--- src/common/msh_defines.svh ---
// Constants for the motor stop and hold control block
// Overview of operation
// - Speed reached when speed within width band
// - Width 1 to 400 r/min, default 200
// - Hold select 1 enables standstill holding torque
// - Holding force starts after about 15 degrees
// - Hold limit -1 uses operation data limit
// - Holding torque clamped to at most 50%
// - Hold limit 0 to 50 applied directly
// - Alarm removes holding force
// - Stop method 1 burns regeneration internally
// - Stop method 3 returns regeneration to supply
// - Stop method 2 coasts, slower ramp wins
// - Softening filter smooths ramps, longer times
// - Direction setting maps run input to shaft
// - Run inputs selectable 3-wire or 2-wire
// - Overload time 0.1 to 10.0 s, default 10.0
// - Filter after stop; direction, hold after configure
`ifndef MSH_DEFINES_SVH
`define MSH_DEFINES_SVH
`define MSH_BAND_MIN         16'h0001
`define MSH_BAND_MAX         16'h0190
`define MSH_BAND_DEF         16'h00C8
`define MSH_HOLD_ANGLE_DEG   16'h000F
`define MSH_HOLD_TRQ_MAX     8'h32
`define MSH_HOLD_TRQ_FOLLOW  8'hFF
`define MSH_OVL_TENTHS_MIN   8'h01
`define MSH_OVL_TENTHS_MAX   8'h64
`define MSH_OVL_TENTHS_DEF   8'h64
`define MSH_CLK_HZ           32'h0262_5A00
`define MSH_TENTH_S_CYC      (`MSH_CLK_HZ / 32'h0000_000A)
`endif

--- src/common/msh_pkg.sv ---
// Types shared by the motor stop and hold control block
package msh_pkg;
    // Deceleration stop methods
    typedef enum logic [1:0] {MSH_STOP1, MSH_STOP2, MSH_STOP3} msh_stop_e;
    // Softening filter choices
    typedef enum logic [1:0] {MSH_FILT_OFF, MSH_FILT1, MSH_FILT2} msh_filt_e;
    // Motor drive command
    typedef struct packed {
        logic        run;       // Motor commanded to turn
        logic        dir_ccw;   // Shaft direction
        logic [15:0] speed;     // Ramped speed target r/min
        logic        regen_ret; // Return regeneration to supply
        logic        coast;     // No braking, coast
        logic        hold;      // Holding torque active
        logic [7:0]  hold_trq;  // Holding torque limit %
    } msh_drive_s;
    // Settings latched by configure
    typedef struct packed {
        logic dir_ccw;
        logic hold_en;
        logic two_wire;
    } msh_cfg_s;
endpackage

--- src/msh_ctrl.sv ---
// Motor stop and hold control top
`timescale 1ns/100ps
`include "msh_defines.svh"
module msh_ctrl
    import msh_pkg::*;
#(
    parameter int unsigned TENTH_CYC = `MSH_TENTH_S_CYC
)(
    input  wire logic        i_clk,
    input  wire logic        i_rstn,
    // Run inputs
    input  wire logic        i_start_input,       // 3-wire start, level
    input  wire logic        i_run_direction_input, // 3-wire dir / 2-wire reverse
    input  wire logic        i_forward_run_input, // 2-wire forward
    // Settings
    input  wire logic [15:0] i_speed_cmd,         // Commanded speed r/min
    input  wire logic [15:0] i_meas_speed,        // Measured speed r/min
    input  wire logic [15:0] i_band_width,        // Detection width r/min
    input  wire logic [15:0] i_acc_step,          // Accel step per cycle
    input  wire logic [15:0] i_dec_step,          // Decel step per cycle
    input  wire msh_filt_e   i_filt,              // Softening filter
    input  wire msh_stop_e   i_stop_mode,         // Stop method
    input  wire logic        i_dir_ccw,           // Direction setting
    input  wire logic        i_two_wire,          // 2-wire mode select
    input  wire logic        i_hold_en,           // Load holding select
    input  wire logic [7:0]  i_hold_trq_set,      // -1 or 0..50 %
    input  wire logic [7:0]  i_op_trq_lim,        // Operation data limit %
    input  wire logic [15:0] i_shaft_dev_deg,     // Shaft deviation degrees
    input  wire logic        i_coasting,          // Free-run slower than ramp
    input  wire logic        i_overload,          // Overload condition
    input  wire logic [7:0]  i_ovl_tenths,        // Overload time, tenths s
    input  wire logic        i_alarm_ext,         // Other alarms
    input  wire logic        i_configure,         // Configure command pulse
    // Outputs
    output logic             o_speed_reached_output,
    output msh_drive_s       o_drive,
    output logic             o_alarm
);
    msh_cfg_s    cfg_ff;       // Settings applied at configure
    msh_filt_e   filt_ff;      // Filter applied after stop
    logic        reach_ff;     // Speed reached flag
    logic        alarm_ff;
    msh_drive_s  drv_ff;
    msh_drive_s  nxt_drv;
    logic [15:0] ramp_speed;
    logic        ovl_exp;
    // Run decode per input scheme
    wire run3    = i_start_input;
    wire run2    = i_forward_run_input | i_run_direction_input;
    wire run     = cfg_ff.two_wire ? run2 : run3;
    // Direction input selects setting or its opposite
    wire dir_on  = cfg_ff.two_wire ? i_forward_run_input : i_run_direction_input;
    wire dir     = dir_on ? cfg_ff.dir_ccw : ~cfg_ff.dir_ccw;
    wire running = run & ~alarm_ff;
    wire stopped = (ramp_speed == 16'h0000) && !running;
    // Width clamped to 1..400 and applied live
    wire [15:0] wid = (i_band_width < `MSH_BAND_MIN) ? `MSH_BAND_MIN :
                      (i_band_width > `MSH_BAND_MAX) ? `MSH_BAND_MAX : i_band_width;
    wire [16:0] lo  = {1'b0, i_speed_cmd} - {1'b0, wid};
    wire [16:0] hi  = {1'b0, i_speed_cmd} + {1'b0, wid};
    wire in_band = ({1'b0, i_meas_speed} <= hi) &&
                   (lo[16] || {1'b0, i_meas_speed} >= lo);
    // Holding limit selection
    wire [7:0] follow = (i_op_trq_lim > `MSH_HOLD_TRQ_MAX) ? `MSH_HOLD_TRQ_MAX
                                                            : i_op_trq_lim;
    wire [7:0] direct = (i_hold_trq_set > `MSH_HOLD_TRQ_MAX) ? `MSH_HOLD_TRQ_MAX
                                                              : i_hold_trq_set;
    wire [7:0] hold_lim = (i_hold_trq_set == `MSH_HOLD_TRQ_FOLLOW) ? follow : direct;
    wire hold_req = cfg_ff.hold_en && stopped && !alarm_ff &&
                    (i_shaft_dev_deg >= `MSH_HOLD_ANGLE_DEG);

    // Ramp generator with softening filter
    msh_ramp u_ramp (
        .i_clk     (i_clk),
        .i_rstn    (i_rstn),
        .i_target  (running ? i_speed_cmd : 16'h0000),
        .i_step_up (i_acc_step),
        .i_step_dn (i_dec_step),
        .i_filt    (filt_ff),
        .o_speed   (ramp_speed)
    );
    // Overload detection timer
    msh_timer #(.TENTH_CYC(TENTH_CYC)) u_timer (
        .i_clk     (i_clk),
        .i_rstn    (i_rstn),
        .i_active  (i_overload),
        .i_limit   (i_ovl_tenths),
        .o_expired (ovl_exp)
    );

    // Drive command assembly
    always_comb begin
        nxt_drv          = '0;
        nxt_drv.run      = running || ramp_speed != 16'h0000;
        nxt_drv.dir_ccw  = drv_ff.run ? drv_ff.dir_ccw : dir;
        if (running)
            nxt_drv.dir_ccw = dir;
        nxt_drv.speed    = ramp_speed;
        unique case (i_stop_mode)
            MSH_STOP1: nxt_drv.regen_ret = 1'b0;
            MSH_STOP3: nxt_drv.regen_ret = !running;
            MSH_STOP2: nxt_drv.coast = !running && i_coasting && !alarm_ff;
            default:   nxt_drv.regen_ret = 1'b0;
        endcase
        if (nxt_drv.coast)
            nxt_drv.speed = 16'h0000;
        nxt_drv.hold     = hold_req;
        nxt_drv.hold_trq = hold_req ? hold_lim : 8'h00;
    end

    // Settings capture and status registers
    always_ff @(posedge i_clk or negedge i_rstn) begin
        if (!i_rstn) begin
            cfg_ff   <= '0;
            filt_ff  <= MSH_FILT_OFF;
            reach_ff <= 1'b0;
            alarm_ff <= 1'b0;
            drv_ff   <= '0;
        end else begin
            if (i_configure)
                cfg_ff <= '{dir_ccw: i_dir_ccw, hold_en: i_hold_en,
                           two_wire: i_two_wire};
            if (stopped)
                filt_ff <= i_filt;
            reach_ff <= running && in_band;
            alarm_ff <= ovl_exp | i_alarm_ext;
            drv_ff   <= nxt_drv;
        end
    end
    assign o_speed_reached_output = reach_ff;
    assign o_drive                = drv_ff;
    assign o_alarm                = alarm_ff;
endmodule

--- src/msh_ramp.sv ---
// Speed ramp with optional softening filter
`timescale 1ns/100ps
`include "msh_defines.svh"
module msh_ramp
    import msh_pkg::*;
(
    input  wire logic        i_clk,
    input  wire logic        i_rstn,
    input  wire logic [15:0] i_target,   // Requested speed
    input  wire logic [15:0] i_step_up,  // Accel step per cycle
    input  wire logic [15:0] i_step_dn,  // Decel step per cycle
    input  wire msh_filt_e   i_filt,     // Softening setting
    output logic      [15:0] o_speed     // Ramped speed
);
    logic [15:0] ramp_ff;      // Linear ramp value
    logic [15:0] filt_ff;      // Filtered ramp value
    logic [15:0] nxt_ramp;
    wire  [15:0] diff_up  = i_target - ramp_ff;
    wire  [15:0] diff_dn  = ramp_ff - i_target;
    wire  [3:0]  shift    = (i_filt == MSH_FILT2) ? 4'h4 : 4'h2;
    wire  [15:0] f_up     = (ramp_ff - filt_ff) >> shift;
    wire  [15:0] f_dn     = (filt_ff - ramp_ff) >> shift;
    // Linear step toward the target
    always_comb begin
        if (i_target > ramp_ff)
            nxt_ramp = (diff_up > i_step_up) ? ramp_ff + i_step_up : i_target;
        else
            nxt_ramp = (diff_dn > i_step_dn) ? ramp_ff - i_step_dn : i_target;
    end
    // Filter lags the ramp so edges soften; ramps take longer
    always_ff @(posedge i_clk or negedge i_rstn) begin
        if (!i_rstn) begin
            ramp_ff <= 16'h0000;
            filt_ff <= 16'h0000;
        end else begin
            ramp_ff <= nxt_ramp;
            if (i_filt == MSH_FILT_OFF || filt_ff == ramp_ff)
                filt_ff <= ramp_ff;
            else if (ramp_ff > filt_ff)
                filt_ff <= filt_ff + ((f_up == 16'h0000) ? 16'h0001 : f_up);
            else
                filt_ff <= filt_ff - ((f_dn == 16'h0000) ? 16'h0001 : f_dn);
        end
    end
    assign o_speed = filt_ff;
endmodule

--- src/msh_timer.sv ---
// Overload detection timer in tenths of a second
`timescale 1ns/100ps
`include "msh_defines.svh"
module msh_timer
    import msh_pkg::*;
#(
    parameter int unsigned TENTH_CYC = `MSH_TENTH_S_CYC
)(
    input  wire logic       i_clk,
    input  wire logic       i_rstn,
    input  wire logic       i_active,  // Overload condition present
    input  wire logic [7:0] i_limit,   // Detection time in tenths
    output logic            o_expired  // Held while time exceeded
);
    logic [31:0] sub_ff;   // Cycles within current tenth
    logic [7:0]  cnt_ff;   // Tenths elapsed
    // Clamp limit into 0.1 to 10.0 s; applied live
    wire  [7:0]  lim = (i_limit < `MSH_OVL_TENTHS_MIN) ? `MSH_OVL_TENTHS_MIN :
                       (i_limit > `MSH_OVL_TENTHS_MAX) ? `MSH_OVL_TENTHS_MAX : i_limit;
    wire         tick = (sub_ff == 32'(TENTH_CYC - 1));
    // Counts only while overloaded, restarts when cleared
    always_ff @(posedge i_clk or negedge i_rstn) begin
        if (!i_rstn) begin
            sub_ff <= 32'h0000_0000;
            cnt_ff <= 8'h00;
        end else if (!i_active) begin
            sub_ff <= 32'h0000_0000;
            cnt_ff <= 8'h00;
        end else begin
            sub_ff <= tick ? 32'h0000_0000 : sub_ff + 32'h0000_0001;
            if (tick && cnt_ff != 8'hFF)
                cnt_ff <= cnt_ff + 8'h01;
        end
    end
    assign o_expired = (cnt_ff >= lim);
endmodule

--- config.mk ---
export PLATFORM = sky130hd
export DESIGN_NAME = msh_ctrl
export DESIGN_NICKNAME = d
export VERILOG_FILES = /design/src/common/msh_pkg.sv /design/src/msh_ctrl.sv /design/src/msh_ramp.sv /design/src/msh_timer.sv
export VERILOG_INCLUDE_DIRS = /design/src /design/src/common
export SDC_FILE = /design/constraint.sdc
export NUM_CORES = 1
export LEC_CHECK = 0
export BUFFER_PORTS_ARGS = -buffer_cell sky130_fd_sc_hd__buf_2
export CAP_MARGIN = 20
export CORE_ASPECT_RATIO = 1.2
export CORE_MARGIN = 1
export CORE_UTILIZATION = 55
export DETAILED_ROUTE_END_ITERATION = 8
export PLACE_DENSITY = 0.79
export SLEW_MARGIN = 20
export SYNTH_ARGS = -nofsm -noshare
export SYNTH_HDL_FRONTEND = slang
export SYNTH_SLANG_ARGS = --single-unit
--- constraint.sdc ---
create_clock -name i_clk -period 5.16 [get_ports i_clk]
set_input_delay 0 -clock i_clk [delete_from_list [all_inputs] [get_ports i_clk]]
set_output_delay 0 -clock i_clk [all_outputs]
set_load 0.005 [all_outputs]
=== Word level (Yosys, flattened, before mapping) ===
Cells that the tools add are included.

* Bits in registers: 108
* Latch bits: 0
* Bits in writable memories: 0
* Bits in read-only memories: 0
* Word-level logic and storage cells: 107
* Memories: 0

* $add $sub $neg: 12
* Multiply operators: 0
* Divide/modulo/power cells: 0
* Order comparisons: 14
* Equality and inequality tests: 9
* Shift-type cells: 2
* Muxes and demuxes: 29
* Bitwise logic cells: 5
* Reductions and logical operators: 19

{| class="wikitable"
|+ Operator list
! cell !! count
|-
| $mux W16 || 11
|-
| $sub A16 B16 Y16 || 6
|-
| $gt A16 B16 Y1 || 4
|-
| $mux W32 || 2
|-
| $mux W8 || 8
|-
| $logic_not A16 Y1 || 3
|-
| $add A16 B16 Y16 || 2
|-
| $add A32 B1 Y32 const B || 1
|-
| $eq A32 B22 Y1 const B || 1
|-
| $shr A16 B4 Y16 || 2
|-
| $add A16 B16 Y17 || 1
|-
| $ge A16 B17 Y1 || 1
|-
| $le A16 B17 Y1 || 1
|-
| $sub A16 B16 Y17 || 1
|-
| $eq A16 B16 Y1 || 1
|-
| $ge A16 B4 Y1 const B || 1
|-
| $gt A16 B9 Y1 const B || 1
|-
| $gt A8 B6 Y1 const B || 2
|-
| $lt A16 B1 Y1 const B || 1
|-
| $reduce_bool A16 Y1 || 1
|-
| $logic_and A1 B1 Y1 || 9
|-
| $add A8 B1 Y8 const B || 1
|-
| $eq A8 B8 Y1 const B || 1
|-
| $ge A8 B8 Y1 || 1
|-
| other kinds (14) || 27
|}

=== Logic depth before layout (Yosys ltp) ===
* Word-level depth: 9
* Gate-level depth with buffers: 33
* Mapped depth without buffers: 30

=== Hierarchy ===
Synthesis repeated with hierarchy kept, for this count alone.

* Cells, all modules: 1783
* Area total of the unflattened synthesis: 14178.6 um^2

{| class="wikitable"
|+ By module, submodules not included
! module !! instances !! cells an instance !! area each (um^2) !! sequential area each (um^2)
|-
| msh_ramp || 1 || 1086 || 7967.6 || 800.8
|-
| msh_ctrl || 1 || 447 || 3912.5 || 900.9
|-
| msh_timer || 1 || 250 || 2298.5 || 1001.0
|}

=== Worst setup path before layout ===
No wires, ideal clock.

* Path kind: register -> register
* From: register u_ramp.filt_ff[1] (netlist: u_ramp.o_speed[1])
* To: register u_ramp.filt_ff[14] (netlist: u_ramp.o_speed[14])
* Setup time: 136 ps
* Data arrival time: 5340 ps
* Path slack: -316 ps
* Cell stages (with the launch flop): 26
* Cell sequence: dfrtp_1 > inv_1 > ha_1 > nor2b_1 > o31a_1 > o41a_1 > a311oi_2 > xnor2_1 > nor3_1 > and4_1 > and4_1 > a21boi_1 > ha_1 > xnor2_1 > mux2_2 > ha_1 > nor2b_1 > o21ai_0 > a21boi_0 > o21ai_0 > nand2b_1 > a31oi_1 > o2111ai_1 > a31oi_1 > xor2_1 > o21ai_0

* Longest elaborated chain between the ends: 7

{| class="wikitable"
|+ RTL lines
! item !! RTL line !! source
|-
| start: declaration || msh_ramp.sv:16 || <nowiki>logic [15:0] filt_ff;</nowiki>
|-
| start signal: assignment || msh_ramp.sv:38 || <nowiki>filt_ff <= ramp_ff;</nowiki>
|-
| start signal: assignment || msh_ramp.sv:40 || <nowiki>filt_ff <= filt_ff + ((f_up == 16'h0000) ? 16'h0001 : f_up);</nowiki>
|-
| start signal: assignment || msh_ramp.sv:42 || <nowiki>filt_ff <= filt_ff - ((f_dn == 16'h0000) ? 16'h0001 : f_dn);</nowiki>
|-
| $sub A16 B16 Y16, on equally long branches || msh_ramp.sv:22, msh_ramp.sv:21 ||
|-
| $shr A16 B4 Y16, on equally long branches || msh_ramp.sv:22, msh_ramp.sv:21 ||
|-
| $logic_not A16 Y1, on equally long branches || msh_ramp.sv:42, msh_ramp.sv:40 ||
|-
| $mux W16, on equally long branches || msh_ramp.sv:42, msh_ramp.sv:40 ||
|-
| $sub A16 B16 Y16 or $add A16 B16 Y16 (tied branches) || msh_ramp.sv:42, msh_ramp.sv:40 ||
|-
| $mux W16 || msh_ramp.sv:39 || <nowiki>else if (ramp_ff > filt_ff)</nowiki>
|-
| $mux W16 (*) || msh_ramp.sv:37 || <nowiki>if (i_filt == MSH_FILT_OFF || filt_ff == ramp_ff)</nowiki>
|}

Mark *: on every way between the ends. The rest lies on a longest branch, timed or not.
A chain may end at the register's enable or synchronous reset.

=== Final worst setup path ===
* From: register u_ramp.filt_ff[2] (netlist: u_ramp.o_speed[2])
* To: register u_ramp.filt_ff[10] (netlist: u_ramp.o_speed[10])

The elaborated chain is that of the path after synthesis.

==> flow_summary.json <==
{
  "period_minus_slack_ns": 5.34,
  "n_fill_cell": 1834,
  "die_h_um": 175,
  "yosysWarnings": 0,
  "routabilityCongestion": 1.02,
  "critPathMaxFanout": 8,
  "grt_overflow": 0,
  "drc": 0,
  "ant_nets": 0,
  "drv_cap": 0,
  "layout_common_cells": "290 x buf_4, 208 x ha_1, 165 x buf_2",
  "synth_area_um2": 13800,
  "clkTransAtPathRegs_ns": 0.09,
  "io_pins": 167,
  "synth_adder_area_share_pct": 21.1,
  "num_rows": 63,
  "wire_per_inst_um": 18.8,
  "rsz0062_at_grt": "yes",
  "antenna_found_initial": 0,
  "finClkSkew_ns": 0.0216,
  "dp_hpwl_mm": 37.2,
  "slew-limit-headroom_pct": 34.7,
  "cp.required_ns": 5.39,
  "grt_pass1_wl_mm": 73.5,
  "synthMuxAreaShare_pct": 1.23,
  "cts_buffers": 9,
  "firstDrtPassIters": 9,
  "layout_commonest_cell": "buf_4",
  "endpoint_kind": "register",
  "cp.arrival_ns": 5.57,
  "ys_seq_area_share_pct": 19.7,
  "drt-initial-drc-count": 867,
  "min_period_over_period_pct": 104,
  "cts.htree.levels": 3,
  "start_util_pct": 55.9,
  "wirelength_mm": 47.9,
  "synth_cell_types": 77,
  "synth_top_family_by_area": "compound AO/OA/AOI/OAI gates",
  "async_reset_ff_share_pct": 100,
  "syn_to_final_growth_pct": 32.6,
  "portBuffers": 166,
  "worst_pin_slew_ns": 0.979,
  "viasPerCell": 5.96,
  "route.vias.total": 15200,
  "die_area_um2": 25600,
  "synth_top_area_cell": "ha_1",
  "cts_tree": "yes",
  "clock_latency_ns": 0.38,
  "grt_usage_pct": 36.1,
  "hp-class": "in2reg",
  "synth_top_area_share_pct": 19.8,
  "cts_buffer_depth": 2,
  "finalSetupViolations": 6,
  "grt_pass1_vias": 14900,
  "layout-drive-gt1-share_pct": 27.1,
  "path_class": "reg2reg",
  "synth-simple-area-share_pct": 20.4,
  "clock-root-buffer": "clkbuf_16",
  "dieWidth_um": 146,
  "ys_top_cells_by_area": "ha_1 20%, dfrtp_1 20%, xnor2_1 6.5%",
  "fin_nets": 2580,
  "syn_avg_cell_area_um2": 7.84,
  "violations": "setup timing",
  "final.setup.worst_slack_ns": -0.183,
  "core-area_um2": 24600,
  "synth_enable_flop_cells": 0,
  "grt_max_degree": 68,
  "synth-xor-area-share_pct": 9.74,
  "max_freq_mhz": 187,
  "setup-tns-final_ns": -0.604,
  "synth_seq_cells": 108,
  "diodes": 0,
  "synth_compound_area_share_pct": 22.4,
  "status": "finished with violations",
  "postSynthCellCount": 1753,
  "hold_violations": 0,
  "slew_violations": 0,
  "cp-start-kind": "register",
  "synth_flop_cell": "dfrtp_1",
  "clock-sinks": 108
}
==> repair_timing <==
item | CTS | global route
gates cloned | 0 | 0
hold buffers | 25 | 1
gates resized for setup | 51 | 92
endpoints found under the hold margin | 88 | 1
buffers inserted | 16 | 26
pin swaps | 37 | 71
endpoints found under the setup margin | 25 | 28
==> layer usage <==
metal	vias to the layer above	wire, um	GRT usage (%)
met3	189	2410	3.50
li1	7172	-	-
met2	631	24000	65.4
met1	7171	18400	40.3
met4	0	3100	23.0
met5	-	0	0
==> critical path: stages, from the launching register on <==
cell       delay, ns
dfrtp_1         0.40
inv_2           0.09
ha_4            0.21
buf_4           0.16
nor2b_2         0.16
o21a_1          0.21
buf_4           0.14
or2_2           0.29
xor2_1          0.14
o21ai_0         0.24
o2111ai_1       0.28
a211oi_1        0.33
nand4_1         0.15
a211oi_2        0.30
a2bb2oi_2       0.17
ha_2            0.21
fa_2            0.25
nor2b_4         0.05
o21ai_2         0.15
a21boi_2        0.08
o21ai_1         0.17
nand2b_1        0.15
a31oi_4         0.22
buf_6           0.13
o21bai_1        0.06
a21oi_1         0.17
xor2_1          0.16
o21ai_0         0.09
==> cells by family after synthesis <==
logic type | after synthesis
and+or+nand+nor | 577
AOI/OAI and AO/OA | 473
adders and majority gates | 227
buffers and inverters | 197
xor gates and xnor gates | 153
DFF | 108
muxes | 16
other | 2
==> metrics by stage <==
stage	utilization [%]	instances	area (um2)	hold WS, ns	setup WS, ns
2_1_floorplan	-	1770	13800	-0.296	-0.0155
5_1_grt	74.1	2546	18200	0.0257	-0.447
4_1_cts	71.8	2520	17700	0.00201	-0.311
3_3_place_gp	68.4	2465	16800	0.186	-0.574
6_report	74.1	2546	18200	0.0144	-0.183
3_5_place_dp	68.4	2465	16800	0.194	-0.688
==> area by class of cell <==
class                   instances  area (um2)  share of cell area, %
inverters                     144         544                   2.98
flip-flops and latches        108        2700                   14.8
repair buffers                489        3370                   18.5
clock buffers                  10         229                   1.26
clock inverters                 5        42.5                  0.233
well taps                     325         407                   2.23
multi-input cells            1465       10900                   60.0
==> state kept, by name, indices dropped and copies added (netlist names) <==
name / count
o_speed_reached_output: 1
u_timer.cnt_ff: 8
u_ramp.ramp_ff: 16
filt_ff: 2
cfg_ff: 3
u_timer.sub_ff: 32
u_ramp.o_speed: 16
o_drive: 29
o_alarm: 1
==> final timing paths <==
check | startpoint | endpoint | slack (ns) | cells after the start
hold / removal | i_speed_cmd[8] | u_ramp.ramp_ff[8]$_DFF_PN0_ | 0.01 | 3
min in group asynchronous | i_rstn | o_drive[25]$_DFF_PN0_ | 0.31 | 2
setup / recovery | u_ramp.o_speed[2]$_DFF_PN0_ | u_ramp.o_speed[10]$_DFF_PN0_ | -0.18 | 27
hold reg to reg | o_drive[27]$_DFFE_PN0P_ | o_drive[27]$_DFFE_PN0P_ | 0.52 | 1
setup reg to reg | u_ramp.o_speed[2]$_DFF_PN0_ | u_ramp.o_speed[10]$_DFF_PN0_ | -0.18 | 27
max in group asynchronous | i_rstn | u_timer.sub_ff[17]$_DFF_PN0_ | 3.74 | 3
==> synthesized netlist by cell type (21+ instances only) <==
| library cell | instances |
|---|---|
| nor3_1 | 50 |
| and2_1 | 21 |
| o21ai_0 | 99 |
| o21bai_1 | 25 |
| nand2_1 | 140 |
| nand3_1 | 52 |
| clkbuf_1 | 44 |
| xor2_1 | 51 |
| nor2_1 | 154 |
| nor2b_1 | 30 |
| a21o_1 | 48 |
| ha_1 | 218 |
| xnor2_1 | 102 |
| a21oi_1 | 130 |
| dfrtp_1 | 108 |
| nand4_1 | 25 |
| inv_1 | 143 |
Power is not shown: default switching activity piles up to over one toggle a cycle in this logic, so the estimate is an artifact.
